**config.mk**
```make
export PLATFORM = sky130hd
export DESIGN_NAME = usfr_top
export DESIGN_NICKNAME = d
export VERILOG_FILES = /design/src/inc/usfr_pkg.sv /design/src/inc/usfr_q_if.sv /design/src/rtl/usfr_fifo.sv /design/src/rtl/usfr_rst_sync.sv /design/src/rtl/usfr_top.sv
export SDC_FILE = /design/constraint.sdc
export NUM_CORES = 1
export LEC_CHECK = 0
export BUFFER_PORTS_ARGS = -buffer_cell sky130_fd_sc_hd__buf_4
export CAP_MARGIN = 20
export CORE_ASPECT_RATIO = 1.25
export CORE_MARGIN = 1
export CORE_UTILIZATION = 55
export DETAILED_ROUTE_END_ITERATION = 8
export GPL_TIMING_DRIVEN = 0
export PLACE_DENSITY = 0.76
export REMOVE_ABC_BUFFERS = 1
export SYNTH_ARGS = -nofsm -noshare
export SYNTH_HDL_FRONTEND = slang
export SYNTH_HIERARCHICAL = 1
export SYNTH_SLANG_ARGS = --single-unit
```
**constraint.sdc**
```tcl
create_clock -name pclk -period 4.1 [get_ports pclk]
set_clock_uncertainty 0.1 [all_clocks]
set_input_delay 0.82 -clock pclk [delete_from_list [all_inputs] [get_ports pclk]]
set_output_delay 0.82 -clock pclk [all_outputs]
set_load 0.01 [all_outputs]
```
**src/inc/usfr_pkg.sv**
```systemverilog
// shared constants for the serial port status, queue level and reset block
package usfr_pkg;

	// ----------------------------------------------------------------
	// register map (byte addresses)
	// ----------------------------------------------------------------
	localparam logic [31:0] ADDR_DATA     = 32'h5000_1000;
	localparam logic [31:0] ADDR_STATUS   = 32'h5000_107c;
	localparam logic [31:0] ADDR_TX_FILL  = 32'h5000_1080;
	localparam logic [31:0] ADDR_RX_FILL  = 32'h5000_1084;
	localparam logic [31:0] ADDR_SHADOW   = 32'h5000_1088;
	localparam logic [31:0] ADDR_INT_STAT = 32'h5000_10a0;
	localparam logic [31:0] ADDR_INT_CLR  = 32'h5000_10a4;
	localparam logic [31:0] ADDR_INT_EN   = 32'h5000_10a8;
	localparam logic [31:0] ADDR_DIVISOR  = 32'h5000_10ac;

	// ----------------------------------------------------------------
	// field positions
	// ----------------------------------------------------------------
	localparam int SRR_RESET    = 0;
	localparam int SRR_RX_FLUSH = 1;
	localparam int SRR_TX_FLUSH = 2;
	localparam int ST_BUSY      = 0;
	localparam int ST_TX_ROOM   = 1;
	localparam int ST_TX_EMPTY  = 2;
	localparam int ST_RX_NE     = 3;
	localparam int ST_RX_FULL   = 4;
	localparam int INT_TX_DRAIN = 0;
	localparam int INT_RX_DATA  = 1;
	localparam int INT_RX_OVRN  = 2;
	localparam int INT_W        = 3;

	// ----------------------------------------------------------------
	// sizes, reset values and timing
	// ----------------------------------------------------------------
	localparam int          CHAR_W      = 8;
	localparam int          Q_DEPTH     = 16;
	localparam int          CNT_W       = 5;
	localparam int          DIV_W       = 16;
	localparam logic [15:0] DIV_RESET   = 16'h006c;
	localparam logic [3:0]  TICK_LAST   = 4'hf;
	localparam logic [3:0]  TICK_MID    = 4'h7;
	localparam logic [3:0]  BIT_LAST    = 4'h7;
	localparam int          SLOW_STAGES = 3;

	typedef enum logic [1:0] {
		USFR_IDLE  = 2'b00,
		USFR_START = 2'b01,
		USFR_DATA  = 2'b10,
		USFR_STOP  = 2'b11
	} usfr_line_e;

endpackage : usfr_pkg

```
**src/inc/usfr_q_if.sv**
```systemverilog
// queue carrier between the controller and its two queues
`timescale 1ns/1ps
`default_nettype none
interface usfr_q_if #(
	parameter int DW = 8,
	parameter int CW = 5
);
	logic          push;
	logic [DW-1:0] wdata;
	logic          pop;
	logic [DW-1:0] rdata;
	logic          flush;
	logic [CW-1:0] count;
	logic          full;
	logic          empty;

	modport fifo (input push, wdata, pop, flush, output rdata, count, full, empty);
	modport user (output push, wdata, pop, flush, input rdata, count, full, empty);
endinterface : usfr_q_if
`default_nettype wire

```
**src/rtl/usfr_fifo.sv**
```systemverilog
// character queue with fill count and flush
`timescale 1ns/1ps
`default_nettype none
module usfr_fifo #(
	parameter int DEPTH = 16,
	parameter int DW    = 8,
	parameter int CW    = 5
) (
	input  wire logic pclk,
	input  wire logic rstn,
	usfr_q_if.fifo    q
);
	localparam int PW = $clog2(DEPTH);

	typedef struct packed {
		logic [PW-1:0] wptr;
		logic [PW-1:0] rptr;
		logic [CW-1:0] count;
	} usfr_fifo_s;

	usfr_fifo_s     r_reg, r_next;
	logic [DW-1:0]  mem [DEPTH];
	logic           do_push, do_pop;

	// --------------------------------------------------------------
	// pointers; flush only resets control, data stays stale
	// --------------------------------------------------------------
	assign do_push = q.push && !q.full && !q.flush;
	assign do_pop  = q.pop && !q.empty && !q.flush;

	always_comb begin
		r_next = r_reg;
		if (q.flush) begin
			r_next = '0; // queue is treated as empty
		end else begin
			if (do_push) r_next.wptr = r_reg.wptr + 1'b1;
			if (do_pop) r_next.rptr = r_reg.rptr + 1'b1;
			r_next.count = r_reg.count + CW'(do_push) - CW'(do_pop);
		end
	end

	always_ff @(posedge pclk or negedge rstn) begin
		if (!rstn) r_reg <= '0;
		else r_reg <= r_next;
	end

	// storage needs no reset, the count guards it
	always_ff @(posedge pclk) begin
		if (do_push) mem[r_reg.wptr] <= q.wdata;
	end

	assign q.rdata = mem[r_reg.rptr];
	assign q.count = r_reg.count;
	assign q.full  = (r_reg.count == CW'(DEPTH));
	assign q.empty = (r_reg.count == '0);
endmodule : usfr_fifo
`default_nettype wire

```
**src/rtl/usfr_rst_sync.sv**
```systemverilog
// software controller reset: asynchronous assert, synchronised release
`timescale 1ns/1ps
`default_nettype none
module usfr_rst_sync (
	input  wire logic pclk,
	input  wire logic presetn,
	input  wire logic soft_req,
	output var  logic core_rstn
);
	logic       req_reg;
	logic       int_rstn;
	logic [1:0] sync_reg;

	// request flop lives on the bus reset only, so it survives its own effect
	always_ff @(posedge pclk or negedge presetn) begin
		if (!presetn) req_reg <= 1'b0;
		else req_reg <= soft_req;
	end

	assign int_rstn = presetn & ~req_reg;

	// release is retimed by two flops to avoid recovery hazards
	always_ff @(posedge pclk or negedge int_rstn) begin
		if (!int_rstn) sync_reg <= 2'b00;
		else sync_reg <= {sync_reg[0], 1'b1};
	end

	assign core_rstn = sync_reg[1];
endmodule : usfr_rst_sync
`default_nettype wire

```
**src/rtl/usfr_top.sv**
```systemverilog
// serial port controller: status, queue levels, shadow reset, apb slave
`timescale 1ns/1ps
`default_nettype none
// Function
// - transmit room bit is 1 unless the transmit queue is full; resets 1
// - busy bit is 1 during a serial transfer or while the transmit queue holds data, 0 otherwise; resets 0
// - received start counts only at mid bit; busy may read clear before
// - with dual clock option, busy rises after a few slow clock cycles
// - transmit fill register bits 4:0 hold transmit queue entry count
// - receive fill register bits 4:0 hold receive queue entry count
// - shadow bit 2 written 1 flushes the transmit queue
// - shadow bit 1 written 1 flushes the receive queue
// - both flush controls clear themselves after acting
// - shadow bit 0 resets controller asynchronously, release synchronised
// - controller reset covers every clock domain of the controller
// - transmit empty bit is 1 when the transmit queue is empty; resets 1
module usfr_top #(
	parameter bit DUAL_CLOCK = 1'b0
) (
	input  wire logic        pclk,
	input  wire logic        presetn,
	input  wire logic        psel,
	input  wire logic        penable,
	input  wire logic        pwrite,
	input  wire logic [31:0] paddr,
	input  wire logic [31:0] pwdata,
	output var  logic        pready,
	output var  logic [31:0] prdata,
	output var  logic        pslverr,
	input  wire logic        qcw_tx_flush,
	input  wire logic        qcw_rx_flush,
	input  wire logic        rxd,
	output var  logic        txd,
	output var  logic        irq
);
	// ----------------------------------------------------------------
	// state record
	// ----------------------------------------------------------------
	// everything the controller remembers besides the queues and the reset flops, registered in one process
	typedef struct packed {
		logic                         pready;
		logic [31:0]                  prdata;
		logic                         pslverr;
		logic [usfr_pkg::DIV_W-1:0]   divisor;
		logic [usfr_pkg::DIV_W-1:0]   tick_cnt;
		logic [usfr_pkg::INT_W-1:0]   int_stat;
		logic [usfr_pkg::INT_W-1:0]   int_en;
		logic                         irq;
		usfr_pkg::usfr_line_e         tx_st;
		logic [3:0]                   tx_sub;
		logic [3:0]                   tx_bit;
		logic [usfr_pkg::CHAR_W-1:0]  tx_shift;
		logic                         txd;
		usfr_pkg::usfr_line_e         rx_st;
		logic [3:0]                   rx_sub;
		logic [3:0]                   rx_bit;
		logic [usfr_pkg::CHAR_W-1:0]  rx_shift;
		logic                         rx_s1;
		logic                         rx_s2;
		logic [usfr_pkg::SLOW_STAGES-1:0] busy_dly;
		logic                         tx_empty_d;
	} usfr_top_s;

	// bus decode, baud timing and queue strobes are all combinational
	usfr_top_s r_reg, r_next;
	logic      core_rstn;
	logic      soft_req;
	logic      setup, access, wr, rd;
	logic      tick, busy_raw, busy;
	logic      tx_push, tx_pop, tx_flush;
	logic      rx_push, rx_pop, rx_flush;
	logic [31:0] rd_mux;
	logic        mapped;
	logic [usfr_pkg::INT_W-1:0] events;

	// one carrier per queue, driven here and answered by the queue
	usfr_q_if #(.DW(usfr_pkg::CHAR_W), .CW(usfr_pkg::CNT_W)) txq ();
	usfr_q_if #(.DW(usfr_pkg::CHAR_W), .CW(usfr_pkg::CNT_W)) rxq ();

	// ----------------------------------------------------------------
	// submodules
	// ----------------------------------------------------------------
	usfr_rst_sync u_rst (
		.pclk      (pclk),
		.presetn   (presetn),
		.soft_req  (soft_req),
		.core_rstn (core_rstn)
	);

	usfr_fifo #(.DEPTH(usfr_pkg::Q_DEPTH), .DW(usfr_pkg::CHAR_W), .CW(usfr_pkg::CNT_W)) u_txq (
		.pclk (pclk),
		.rstn (core_rstn),
		.q    (txq.fifo)
	);

	usfr_fifo #(.DEPTH(usfr_pkg::Q_DEPTH), .DW(usfr_pkg::CHAR_W), .CW(usfr_pkg::CNT_W)) u_rxq (
		.pclk (pclk),
		.rstn (core_rstn),
		.q    (rxq.fifo)
	);

	// ----------------------------------------------------------------
	// apb phase decode
	// ----------------------------------------------------------------
	// an access is only taken while our own ready stands, so it never repeats
	assign setup  = psel && !penable;
	assign access = psel && penable && r_reg.pready;
	assign wr     = access && pwrite;
	assign rd     = access && !pwrite;

	// shadow writes act for one cycle only, so the controls self-clear
	// the reset request passes one flop before it pulls the core reset
	assign soft_req = wr && (paddr == usfr_pkg::ADDR_SHADOW) && pwdata[usfr_pkg::SRR_RESET];
	assign tx_flush = (wr && (paddr == usfr_pkg::ADDR_SHADOW) && pwdata[usfr_pkg::SRR_TX_FLUSH])
		|| qcw_tx_flush;
	assign rx_flush = (wr && (paddr == usfr_pkg::ADDR_SHADOW) && pwdata[usfr_pkg::SRR_RX_FLUSH])
		|| qcw_rx_flush;

	// data register: write fills transmit queue, read drains receive queue
	assign tx_push = wr && (paddr == usfr_pkg::ADDR_DATA);
	assign rx_pop  = rd && (paddr == usfr_pkg::ADDR_DATA);

	assign txq.push  = tx_push;
	assign txq.wdata = pwdata[usfr_pkg::CHAR_W-1:0];
	assign txq.pop   = tx_pop;
	assign txq.flush = tx_flush;
	assign rxq.push  = rx_push;
	assign rxq.wdata = r_reg.rx_shift; // complete byte by the stop bit, lsb received first
	assign rxq.pop   = rx_pop;
	assign rxq.flush = rx_flush;

	// ----------------------------------------------------------------
	// baud tick and activity flag
	// ----------------------------------------------------------------
	// one tick every divisor cycles; a divisor of zero wraps to the longest period
	assign tick = (r_reg.tick_cnt >= r_reg.divisor - 1'b1);

	// rx only counts as active once the start bit passed its middle
	assign busy_raw = (r_reg.tx_st != usfr_pkg::USFR_IDLE) || !txq.empty
		|| (r_reg.rx_st == usfr_pkg::USFR_DATA) || (r_reg.rx_st == usfr_pkg::USFR_STOP);
	// slow-clock crossing modelled as a delay counted in baud ticks
	// with the option off the flag follows the raw activity at once
	assign busy = DUAL_CLOCK ? (busy_raw && r_reg.busy_dly[usfr_pkg::SLOW_STAGES-1]) : busy_raw;

	// ----------------------------------------------------------------
	// read mux
	// ----------------------------------------------------------------
	// read data is chosen in the setup cycle and held until the next setup
	// unmapped offsets answer with an error and zero data
	always_comb begin
		rd_mux = '0;
		mapped = 1'b1;
		case (paddr)
			usfr_pkg::ADDR_DATA: rd_mux[usfr_pkg::CHAR_W-1:0] = rxq.rdata;
			usfr_pkg::ADDR_STATUS: begin
				rd_mux[usfr_pkg::ST_BUSY]     = busy;
				rd_mux[usfr_pkg::ST_TX_ROOM]  = !txq.full;
				rd_mux[usfr_pkg::ST_TX_EMPTY] = txq.empty;
				rd_mux[usfr_pkg::ST_RX_NE]    = !rxq.empty;
				rd_mux[usfr_pkg::ST_RX_FULL]  = rxq.full;
			end
			usfr_pkg::ADDR_TX_FILL:  rd_mux[usfr_pkg::CNT_W-1:0] = txq.count;
			usfr_pkg::ADDR_RX_FILL:  rd_mux[usfr_pkg::CNT_W-1:0] = rxq.count;
			usfr_pkg::ADDR_SHADOW:   rd_mux = '0; // write-only
			usfr_pkg::ADDR_INT_STAT: rd_mux[usfr_pkg::INT_W-1:0] = r_reg.int_stat;
			usfr_pkg::ADDR_INT_CLR:  rd_mux = '0;
			usfr_pkg::ADDR_INT_EN:   rd_mux[usfr_pkg::INT_W-1:0] = r_reg.int_en;
			usfr_pkg::ADDR_DIVISOR:  rd_mux[usfr_pkg::DIV_W-1:0] = r_reg.divisor;
			default:                 mapped = 1'b0;
		endcase
	end

	// ----------------------------------------------------------------
	// next state
	// ----------------------------------------------------------------
	always_comb begin
		r_next  = r_reg;
		tx_pop  = 1'b0;
		rx_push = 1'b0;
		events  = '0;

		// bus answer: zero wait states, pready stands one cycle
		r_next.pready = 1'b0;
		if (setup) begin
			r_next.pready  = 1'b1;
			r_next.prdata  = rd_mux;
			r_next.pslverr = !mapped;
		end
		if (wr) begin
			case (paddr)
				usfr_pkg::ADDR_INT_EN:  r_next.int_en = pwdata[usfr_pkg::INT_W-1:0];
				usfr_pkg::ADDR_DIVISOR: r_next.divisor = pwdata[usfr_pkg::DIV_W-1:0];
				default: ;
			endcase
		end

		// baud tick divider
		r_next.tick_cnt = tick ? '0 : r_reg.tick_cnt + 1'b1;

		// activity delay: restarts whenever the raw flag drops
		if (!busy_raw) r_next.busy_dly = '0;
		else if (tick) r_next.busy_dly = {r_reg.busy_dly[usfr_pkg::SLOW_STAGES-2:0], 1'b1};

		// transmitter, sixteen ticks per bit
		case (r_reg.tx_st)
			usfr_pkg::USFR_IDLE: begin
				r_next.txd = 1'b1;
				// a flush in the same cycle wins, so a dropped character is never sent
				if (tick && !txq.empty && !tx_flush) begin
					tx_pop          = 1'b1;
					r_next.tx_shift = txq.rdata;
					r_next.tx_st    = usfr_pkg::USFR_START;
					r_next.tx_sub   = '0;
					r_next.txd      = 1'b0;
				end
			end
			usfr_pkg::USFR_START: begin
				// the start bit lasts a full sixteen ticks before the first data bit
				if (tick) begin
					r_next.tx_sub = r_reg.tx_sub + 1'b1;
					if (r_reg.tx_sub == usfr_pkg::TICK_LAST) begin
						r_next.tx_st  = usfr_pkg::USFR_DATA;
						r_next.tx_bit = '0;
						r_next.txd    = r_reg.tx_shift[0];
					end
				end
			end
			usfr_pkg::USFR_DATA: begin
				if (tick) begin
					r_next.tx_sub = r_reg.tx_sub + 1'b1;
					if (r_reg.tx_sub == usfr_pkg::TICK_LAST) begin
						if (r_reg.tx_bit == usfr_pkg::BIT_LAST) begin
							r_next.tx_st = usfr_pkg::USFR_STOP;
							r_next.txd   = 1'b1;
						end else begin
							r_next.tx_bit   = r_reg.tx_bit + 1'b1;
							r_next.tx_shift = r_reg.tx_shift >> 1;
							r_next.txd      = r_reg.tx_shift[1];
						end
					end
				end
			end
			usfr_pkg::USFR_STOP: begin
				if (tick) begin
					r_next.tx_sub = r_reg.tx_sub + 1'b1;
					if (r_reg.tx_sub == usfr_pkg::TICK_LAST) r_next.tx_st = usfr_pkg::USFR_IDLE;
				end
			end
			default: r_next.tx_st = usfr_pkg::USFR_IDLE;
		endcase

		// receive line synchroniser; only the second flop is looked at
		r_next.rx_s1 = rxd;
		r_next.rx_s2 = r_reg.rx_s1;

		// receiver: start is confirmed only at the middle of the bit
		case (r_reg.rx_st)
			usfr_pkg::USFR_IDLE: begin
				if (tick && !r_reg.rx_s2) begin
					r_next.rx_st  = usfr_pkg::USFR_START;
					r_next.rx_sub = '0;
				end
			end
			usfr_pkg::USFR_START: begin
				if (tick) begin
					r_next.rx_sub = r_reg.rx_sub + 1'b1;
					if (r_reg.rx_sub == usfr_pkg::TICK_MID) begin
						r_next.rx_sub = '0;
						r_next.rx_bit = '0;
						// a glitch shorter than half a bit is dropped
						r_next.rx_st  = r_reg.rx_s2 ? usfr_pkg::USFR_IDLE : usfr_pkg::USFR_DATA;
					end
				end
			end
			usfr_pkg::USFR_DATA: begin
				if (tick) begin
					r_next.rx_sub = r_reg.rx_sub + 1'b1;
					if (r_reg.rx_sub == usfr_pkg::TICK_LAST) begin
						// taken sixteen ticks after the previous bit, near its middle
						r_next.rx_shift = {r_reg.rx_s2, r_reg.rx_shift[usfr_pkg::CHAR_W-1:1]};
						if (r_reg.rx_bit == usfr_pkg::BIT_LAST) r_next.rx_st = usfr_pkg::USFR_STOP;
						else r_next.rx_bit = r_reg.rx_bit + 1'b1;
					end
				end
			end
			usfr_pkg::USFR_STOP: begin
				if (tick) begin
					r_next.rx_sub = r_reg.rx_sub + 1'b1;
					if (r_reg.rx_sub == usfr_pkg::TICK_LAST) begin
						r_next.rx_st = usfr_pkg::USFR_IDLE;
						// stop level is not checked; a flush in this cycle drops the byte
						if (!rx_flush) begin
							rx_push = 1'b1;
							events[usfr_pkg::INT_RX_DATA] = 1'b1;
							events[usfr_pkg::INT_RX_OVRN] = rxq.full; // character lost
						end
					end
				end
			end
			default: r_next.rx_st = usfr_pkg::USFR_IDLE;
		endcase

		// interrupts: a new event wins over a clear in the same cycle
		r_next.tx_empty_d = txq.empty;
		events[usfr_pkg::INT_TX_DRAIN] = txq.empty && !r_reg.tx_empty_d;
		if (wr && (paddr == usfr_pkg::ADDR_INT_CLR))
			r_next.int_stat = r_reg.int_stat & ~pwdata[usfr_pkg::INT_W-1:0];
		r_next.int_stat = r_next.int_stat | events;
		// irq is registered together with the status, both one cycle after their cause
		r_next.irq      = |(r_next.int_stat & r_next.int_en);
	end

	// ----------------------------------------------------------------
	// state register
	// ----------------------------------------------------------------
	// bus reset and soft reset both land here, so every field restarts together
	always_ff @(posedge pclk or negedge core_rstn) begin
		if (!core_rstn) begin
			r_reg            <= '0;
			r_reg.divisor    <= usfr_pkg::DIV_RESET;
			// line and synchroniser rest high, so no false start follows reset
			r_reg.txd        <= 1'b1;
			r_reg.rx_s1      <= 1'b1;
			r_reg.rx_s2      <= 1'b1;
			r_reg.tx_empty_d <= 1'b1;
			r_reg.tx_st      <= usfr_pkg::USFR_IDLE;
			r_reg.rx_st      <= usfr_pkg::USFR_IDLE;
		end else begin
			r_reg <= r_next;
		end
	end

	// ----------------------------------------------------------------
	// outputs
	// ----------------------------------------------------------------
	// every port is a plain copy of a register field
	assign pready  = r_reg.pready;
	assign prdata  = r_reg.prdata;
	assign pslverr = r_reg.pslverr;
	assign txd     = r_reg.txd;
	assign irq     = r_reg.irq;
endmodule : usfr_top
`default_nettype wire

```
==> metrics.md, run 1 <==
| Metric | Value |
|---|---|
| Worst setup path end | `u_txq/q.count[4]` |
| Final critical-path required period | `5043 ps` |
| Initial antenna violation count | `1` |
| CP Max Fanout | `3` |
| TritonCTS clock tree | `done` |
| Unrepaired setup endpoints after global routing | `true` |
| Violated checks | `setup timing` |
| Worst-skew pair later-pin latency | `530 ps` |
| Avg WL per Cell | `21.40 µm` |
| # clock sinks | `382` |
| Asr flop ratio synth | `32.98%` |
| Status | `finished, violations left` |
| Total chip power | `8216 µW` |
| Iter 0 DRT Violations | `835` |
| Reg-to-Reg Start | `r_reg[70]` |
| Distinct cells, synth | `71` |
| Total of max-cap violations | `0` |
| I/O pin total | `108` |
| GRT Total Usage | `23.49%` |
| Final worst path period share | `123.0%` |
| Pins Over Slew Limit | `0` |
| CP startpoint | `r_reg[70]` |
| Most common cell after layout, fill and taps aside | `edfxtp_1` |
| Pre-CTS setup slack | `-1965 ps` |
| CTS H-tree depth | `2` |
| Drt first pass iters | `5` |
| Setup Crit Path Kind | `flop to flop` |
| Setup violators final | `139` |
| Worst vdd ir | `0.0004300 V` |
| Core area | `0.03117 mm²` |
| Reg2reg end | `u_txq/q.count[4]` |
| Number of synthesized register bits | `382` |
| Clk buf depth | `3` |
| Drt drc | `0` |
| FMAX | `198.3 MHz` |
| Largest net degree at the start of global routing | `67` |
| Pwr dens | `405.6 mW/mm²` |
| Slew @ Worst Pin | `982.1 ps` |
| Root Buffer | `clkbuf_16` |
| Post-synth EDFFs | `256` |
| Fin. Hold Viols | `0` |
| Crit end category | `flop` |
| Worst slew margin | `34.52%` |
| Placed cell area | `0.01810 mm²` |
| Worst R2R Setup Slack | `-940 ps` |
| HP Class | `flop to async pin` |
| Port buffer count | `75` |
| Post-route design area | `0.02026 mm²` |
| Nets | `1,473` |
| Number of cell rows | `72` |
| Slowest CP cell | `or4_4` |
| Arrival @ worst endpoint | `5380 ps` |
| Mapped Cells | `1,278` |
| Via count | `10,630` |
| Static leakage | `0.008133 µW` |
| Remaining antenna violation count | `0` |
| Effective utilization at floorplan | `56.18%` |
| Number of global-route vias before repair | `10,880` |
| Syn avg cell area | `13.70 µm²` |
| Antenna diode count | `0` |
| GP Congestion | `0.8177` |
| Die extent in x | `161.6 µm` |
| Global-route wire length before repair | `58,570 µm` |
| CP required | `4440 ps` |
| Largest stage delay on the critical path | `540 ps` |
| Setup WS post-layout | `-942.6 ps` |
| Die area | `0.03256 mm²` |
| Global route overflow | `0` |
| R2R depth | `25` |
| Startpoint types | `flop` |
| Register area share after synthesis | `61.96%` |
| Mapped Area | `0.01751 mm²` |
| Drt total wl | `38,250 µm` |
| Non-filler instance count after layout | `1,787` |
| Synth Warn # | `6` |
| Most frequent cells in the layout | `256 x edfxtp_1, 114 x dfrtp_1, 96 x buf_4` |
| Clock slew at reported path FFs | `60 ps` |
| Share of layout cells above drive strength 1 | `27.25%` |
| Post-DP HPWL | `24,480 µm` |
| # placed instances | `1,681` |
| Area Growth Syn to Fin | `15.68%` |
| TritonCTS Buffers | `38` |
| Prevailing post-synth register cell | `edfxtp_1` |
| Via/cell ratio | `5.950` |
| Die Span Y | `201.5 µm` |
[layer usage]
| metal | track usage, % | vias up | wire length [µm] | part of all wire [%] |
|---|---|---|---|---|
| li1 | - | 4861 | - | - |
| met3 | 4.143 | 107 | 2390 | 6.2 |
| met2 | 40.66 | 371 | 19650 | 51 |
| met1 | 28.34 | 5292 | 14390 | 38 |
| met5 | 0 | - | 13 | 0.034 |
| met4 | 11.29 | 2 | 1806 | 4.7 |
[power breakdown]
part           internal [µW]  switching, µW  total, µW  leakage [µW]
registers               4140           39.1       4170       0.00429
logic                    188            288        476       0.00320
clock network           2120           1440       3570      0.000643
total                   6440           1770       8220       0.00813
[final cells by class]
cell class / instances / area, µm²
repair buffers: 111 / 997.2
clock inverters: 21 / 226.5
flip-flops and latches: 382 / 10860
well taps: 407 / 509.2
fillers: 2182 / 10910
multi-input cells: 774 / 6427
inverters: 43 / 161.4
clock buffers: 49 / 1075
[cells in the mapped netlist (4+ instances only)]
master / number / area share (%)
xor2_1: 22 / 1.1
mux2_4: 5 / 0.43
buf_2: 15 / 0.43
mux4_2: 32 / 4.1
ha_1: 49 / 3.5
dfrtp_1: 118 / 17
or3b_2: 4 / 0.20
buf_4: 45 / 1.9
dfstp_2: 8 / 1.2
o22ai_1: 17 / 0.61
mux2i_1: 35 / 2.0
or3_1: 4 / 0.14
a22oi_1: 9 / 0.39
buf_6: 6 / 0.39
nand2b_1: 11 / 0.39
mux2_2: 61 / 3.9
nor4_1: 8 / 0.29
a21oi_1: 28 / 0.80
o21ai_0: 41 / 1.2
o31ai_1: 5 / 0.21
edfxtp_1: 256 / 44
buf_1: 11 / 0.24
a221o_1: 17 / 0.97
nor3_1: 24 / 0.69
and2_1: 12 / 0.43
nor2b_1: 11 / 0.39
inv_1: 42 / 0.90
nand4_1: 6 / 0.21
nor3b_1: 4 / 0.17
nand3b_1: 6 / 0.26
a22o_1: 20 / 1.0
nor2_1: 93 / 2.0
a31oi_1: 7 / 0.25
nand3_1: 37 / 1.1
xnor2_1: 20 / 1.0
a221oi_1: 6 / 0.30
nand2_1: 90 / 1.9
clkbuf_1: 19 / 0.41
and3_1: 26 / 0.93
[kinds of logic (layout without fill, tap and decap cells)]
family	Yosys count	after routing	share of synthesized area, %
other	2	17	0.04289
AO/OA/AOI/OAI	171	171	6.823
AND/OR/NAND/NOR	357	359	10.50
flip-flops	382	382	61.96
adder cells (fa/ha/maj)	51	51	3.730
buffers and inverters	139	224	4.308
multiplexers	134	134	10.53
XOR/XNOR	42	42	2.101
[what timing repair did]
action | CTS | global route
endpoints found under the hold margin | 1 | 0
setup endpoints to repair | 182 | 171
pin swaps | 25 | 22
hold buffers | 1 | 0
buffers inserted | 21 | 13
gates cloned | 1 | 2
gates resized for setup | 85 | 30
[worst max-delay path: cells and delay by family, from the launching register on]
kind,cells,cell delay [ps]
buf+inv,4,430
xor+xnor,1,150
flops,1,420
fa+ha+maj,4,1000
simple gates,13,2450
compound gates,3,410
[stage by stage]
stage | utilization, % | setup TNS (ps) | hold slack, ps
after floorplan | - | -8453 | 67.38
after global placement | 57.90 | -303130 | 72.96
after detailed placement | 58.08 | -175990 | 78.19
after CTS | 64.15 | -16220 | 83.86
after global routing | 64.99 | -52880 | 97.69
final | 64.99 | -28800 | 79.95
[how the worst min path moves through the flow]
stage	startpoint	end	slack (ps)	depth (start not counted)
3_5_place_dp	u_rst/req_reg	u_rst/sync_reg[0]	80	1
2_1_floorplan	u_rst/req_reg	u_rst/sync_reg[0]	70	1
4_1_cts	u_rst/req_reg	u_rst/sync_reg[0]	80	1
5_1_grt	u_rst/req_reg	u_rst/sync_reg[1]	100	1
3_3_place_gp	u_rst/req_reg	u_rst/sync_reg[0]	70	1
6_report	u_rst/req_reg	u_rst/sync_reg[1]	80	1
No activity file was read; power rests on OpenSTA's default activity.
==> inputs of run 2 (changes only) <==
--- a/config.mk
+++ b/config.mk
@@ -12,8 +12,10 @@
 export CORE_UTILIZATION = 55
 export DETAILED_ROUTE_END_ITERATION = 8
 export GPL_TIMING_DRIVEN = 0
+export HOLD_SLACK_MARGIN = 0.1
 export PLACE_DENSITY = 0.76
 export REMOVE_ABC_BUFFERS = 1
+export SKIP_CTS_REPAIR_TIMING = 1
 export SYNTH_ARGS = -nofsm -noshare
 export SYNTH_HDL_FRONTEND = slang
 export SYNTH_HIERARCHICAL = 1
==> run 2 against run 1 <==
  * The flow still finishes with violations (setup timing)
  * Worst setup slack lost 23 ps
  * First-iteration DRC count grew 1.6%
  * Design area shrank 1.1%
  * Worst hold slack gained 180 ps
  * Register-to-register slack lost 20 ps
  * Clock power is essentially flat
  * Total power shrank 0.61%
  * Sequential cell count is the same
  * Sequential power is essentially flat
  * Largest power group unchanged
==> metrics.md, run 2 (synthesis results as in run 1) <==
| Metric | Value |
|---|---|
| Clock power share | `43.7%` |
| Setup violators final | `138` |
| Static leakage | `0.008025 µW` |
| Startpoint types | `flop` |
| Setup WS post-layout | `-965.2 ps` |
| # placed instances | `1,681` |
| Global route overflow | `0` |
| Crit path depth | `22` |
| Arrival @ worst endpoint | `5410 ps` |
| Pint | `6419 µW` |
| R2R depth | `22` |
| Die extent in x | `161.6 µm` |
| CTS H-tree depth | `2` |
| Post-DP HPWL | `24,480 µm` |
| Reg power frac | `51.1%` |
| Drt first pass iters | `7` |
| GP Congestion | `0.8177` |
| Pins Over Slew Limit | `0` |
| Crit end category | `flop` |
| Nets | `1,461` |
| Number of cell rows | `72` |
| Top delay family on crit path | `simple AND/OR/NAND/NOR gates` |
| Clk buf depth | `3` |
| Violated checks | `setup timing` |
| Effective utilization at floorplan | `56.18%` |
| Total chip power | `8166 µW` |
| Most common cell after layout, fill and taps aside | `edfxtp_1` |
| Core area | `0.03117 mm²` |
| Remaining antenna violation count | `0` |
| Reg-to-Reg Start | `r_reg[71]` |
| Drt drc | `0` |
| Root Buffer | `clkbuf_16` |
| FMAX | `197.4 MHz` |
| Die Span Y | `201.5 µm` |
| Worst setup path end | `u_rxq/q.count[4]` |
| Sw Pwr | `1747 µW` |
| Avg WL per Cell | `21.14 µm` |
| Die area | `0.03256 mm²` |
| Status | `finished, violations left` |
| Worst-skew pair later-pin latency | `530 ps` |
| Number of global-route vias before repair | `10,600` |
| CP bufs+invs | `2` |
| Setup Crit Path Kind | `flop to flop` |
| # clock sinks | `382` |
| Share of layout cells above drive strength 1 | `25.80%` |
| Net Sw Frac | `21.39%` |
| Via count | `10,540` |
| HP Class | `flop to flop` |
| Unrepaired setup endpoints after global routing | `true` |
| Worst slew margin | `34.13%` |
| Non-filler instance count after layout | `1,775` |
| Crit-path cells | `or4_4, nor2_4, nand3_2, nor4_4, xnor2_1, ha_1, nand4_1, nor4_2, a31oi_2, a31oi_4, nand3_2, inv_2, and2_4, nand2b_4, ha_4, inv_2, ha_4, fa_2, a21oi_2, nor2_1, or3_1, a21oi_2` |
| Largest net degree at the start of global routing | `67` |
| Final worst path period share | `123.5%` |
| Drt total wl | `37,520 µm` |
| Total of max-cap violations | `0` |
| Port buffer count | `75` |
| TritonCTS Buffers | `38` |
| I/O pin total | `108` |
| Final critical-path required period | `5065 ps` |
| Reg2reg end | `u_rxq/q.count[4]` |
| Via/cell ratio | `5.937` |
| Iter 0 DRT Violations | `848` |
| Most frequent cells in the layout | `256 x edfxtp_1, 114 x dfrtp_1, 92 x buf_4` |
| TritonCTS clock tree | `done` |
| Clock slew at reported path FFs | `60 ps` |
| Logic pwr share | `5.2%` |
| Fin. Hold Viols | `0` |
| Largest stage delay on the critical path | `550 ps` |
| Worst vdd ir | `0.0004318 V` |
| GRT Total Usage | `22.64%` |
| Pwr dens | `407.6 mW/mm²` |
| Antenna diode count | `0` |
| CP Max Fanout | `5` |
| Slowest CP cell | `or4_4` |
| CP startpoint | `r_reg[71]` |
| Worst R2R Setup Slack | `-970 ps` |
| Slew @ Worst Pin | `988.1 ps` |
| Initial antenna violation count | `1` |
| Area Growth Syn to Fin | `14.40%` |
| Global-route wire length before repair | `56,580 µm` |
| CP required | `4450 ps` |
run 2: cell type report:
cell class | count | area, µm²
tap | 407 | 509.2
inverter | 43 | 161.4
fill | 2227 | 11140
clock buffer | 49 | 1075
multi-input combinational | 772 | 6325
sequential | 382 | 10860
clock inverter | 21 | 226.5
timing repair buffer | 101 | 875.8
run 2: through the flow:
stage / area [µm²] / setup TNS (ps) / util (%) / worst slack [ps] / hold WS, ps
3_3_place_gp: 18050 / -303130 / 57.90 / -1820 / 72.96
2_1_floorplan: 16980 / -8453 / - / -897.5 / 67.38
3_5_place_dp: 18100 / -175990 / 58.08 / -1965 / 78.19
5_1_grt: 20030 / -51040 / 64.27 / -1185 / 256.8
4_1_cts: 19400 / -161850 / 62.26 / -2009 / -60.17
6_report: 20030 / -21980 / 64.27 / -965.2 / 255.2
run 2: power groups by stage:
stage | clock, µW | combinational (µW) | sequential, µW
2_1_floorplan | 0 | 235 | 4260
3_5_place_dp | 0 | 417 | 4250
4_1_cts | 3620 | 419 | 4170
6_report | 3560 | 427 | 4170
5_1_grt | 3770 | 477 | 4180
3_3_place_gp | 0 | 390 | 4260
run 2: how the worst min path moves through the flow:
stage,startpoint,end,slack [ps],cells past startpoint
global route,r_next[4],r_reg[4],260,0
global placement,u_rst/req_reg,u_rst/sync_reg[0],70,1
CTS,presetn,u_rst/req_reg,-60,1
floorplan,u_rst/req_reg,u_rst/sync_reg[0],70,1
finish,r_next[4],r_reg[4],260,0
detailed placement,u_rst/req_reg,u_rst/sync_reg[0],80,1
run 2: worst reg2reg max path: cells and delay by family (launching register included):
kind / cells / cell delay [ps]
buf+inv: 2 / 130
fa+ha+maj: 4 / 1090
simple gates: 11 / 2350
xor+xnor: 1 / 110
flops: 1 / 390
compound gates: 4 / 840
run 2: per-layer routing:
metal  track usage, %  routed length (µm)
met1            27.79               14340
met2            38.95               19450
met3            3.814                2228
met4            10.58                1498
met5                0                  13
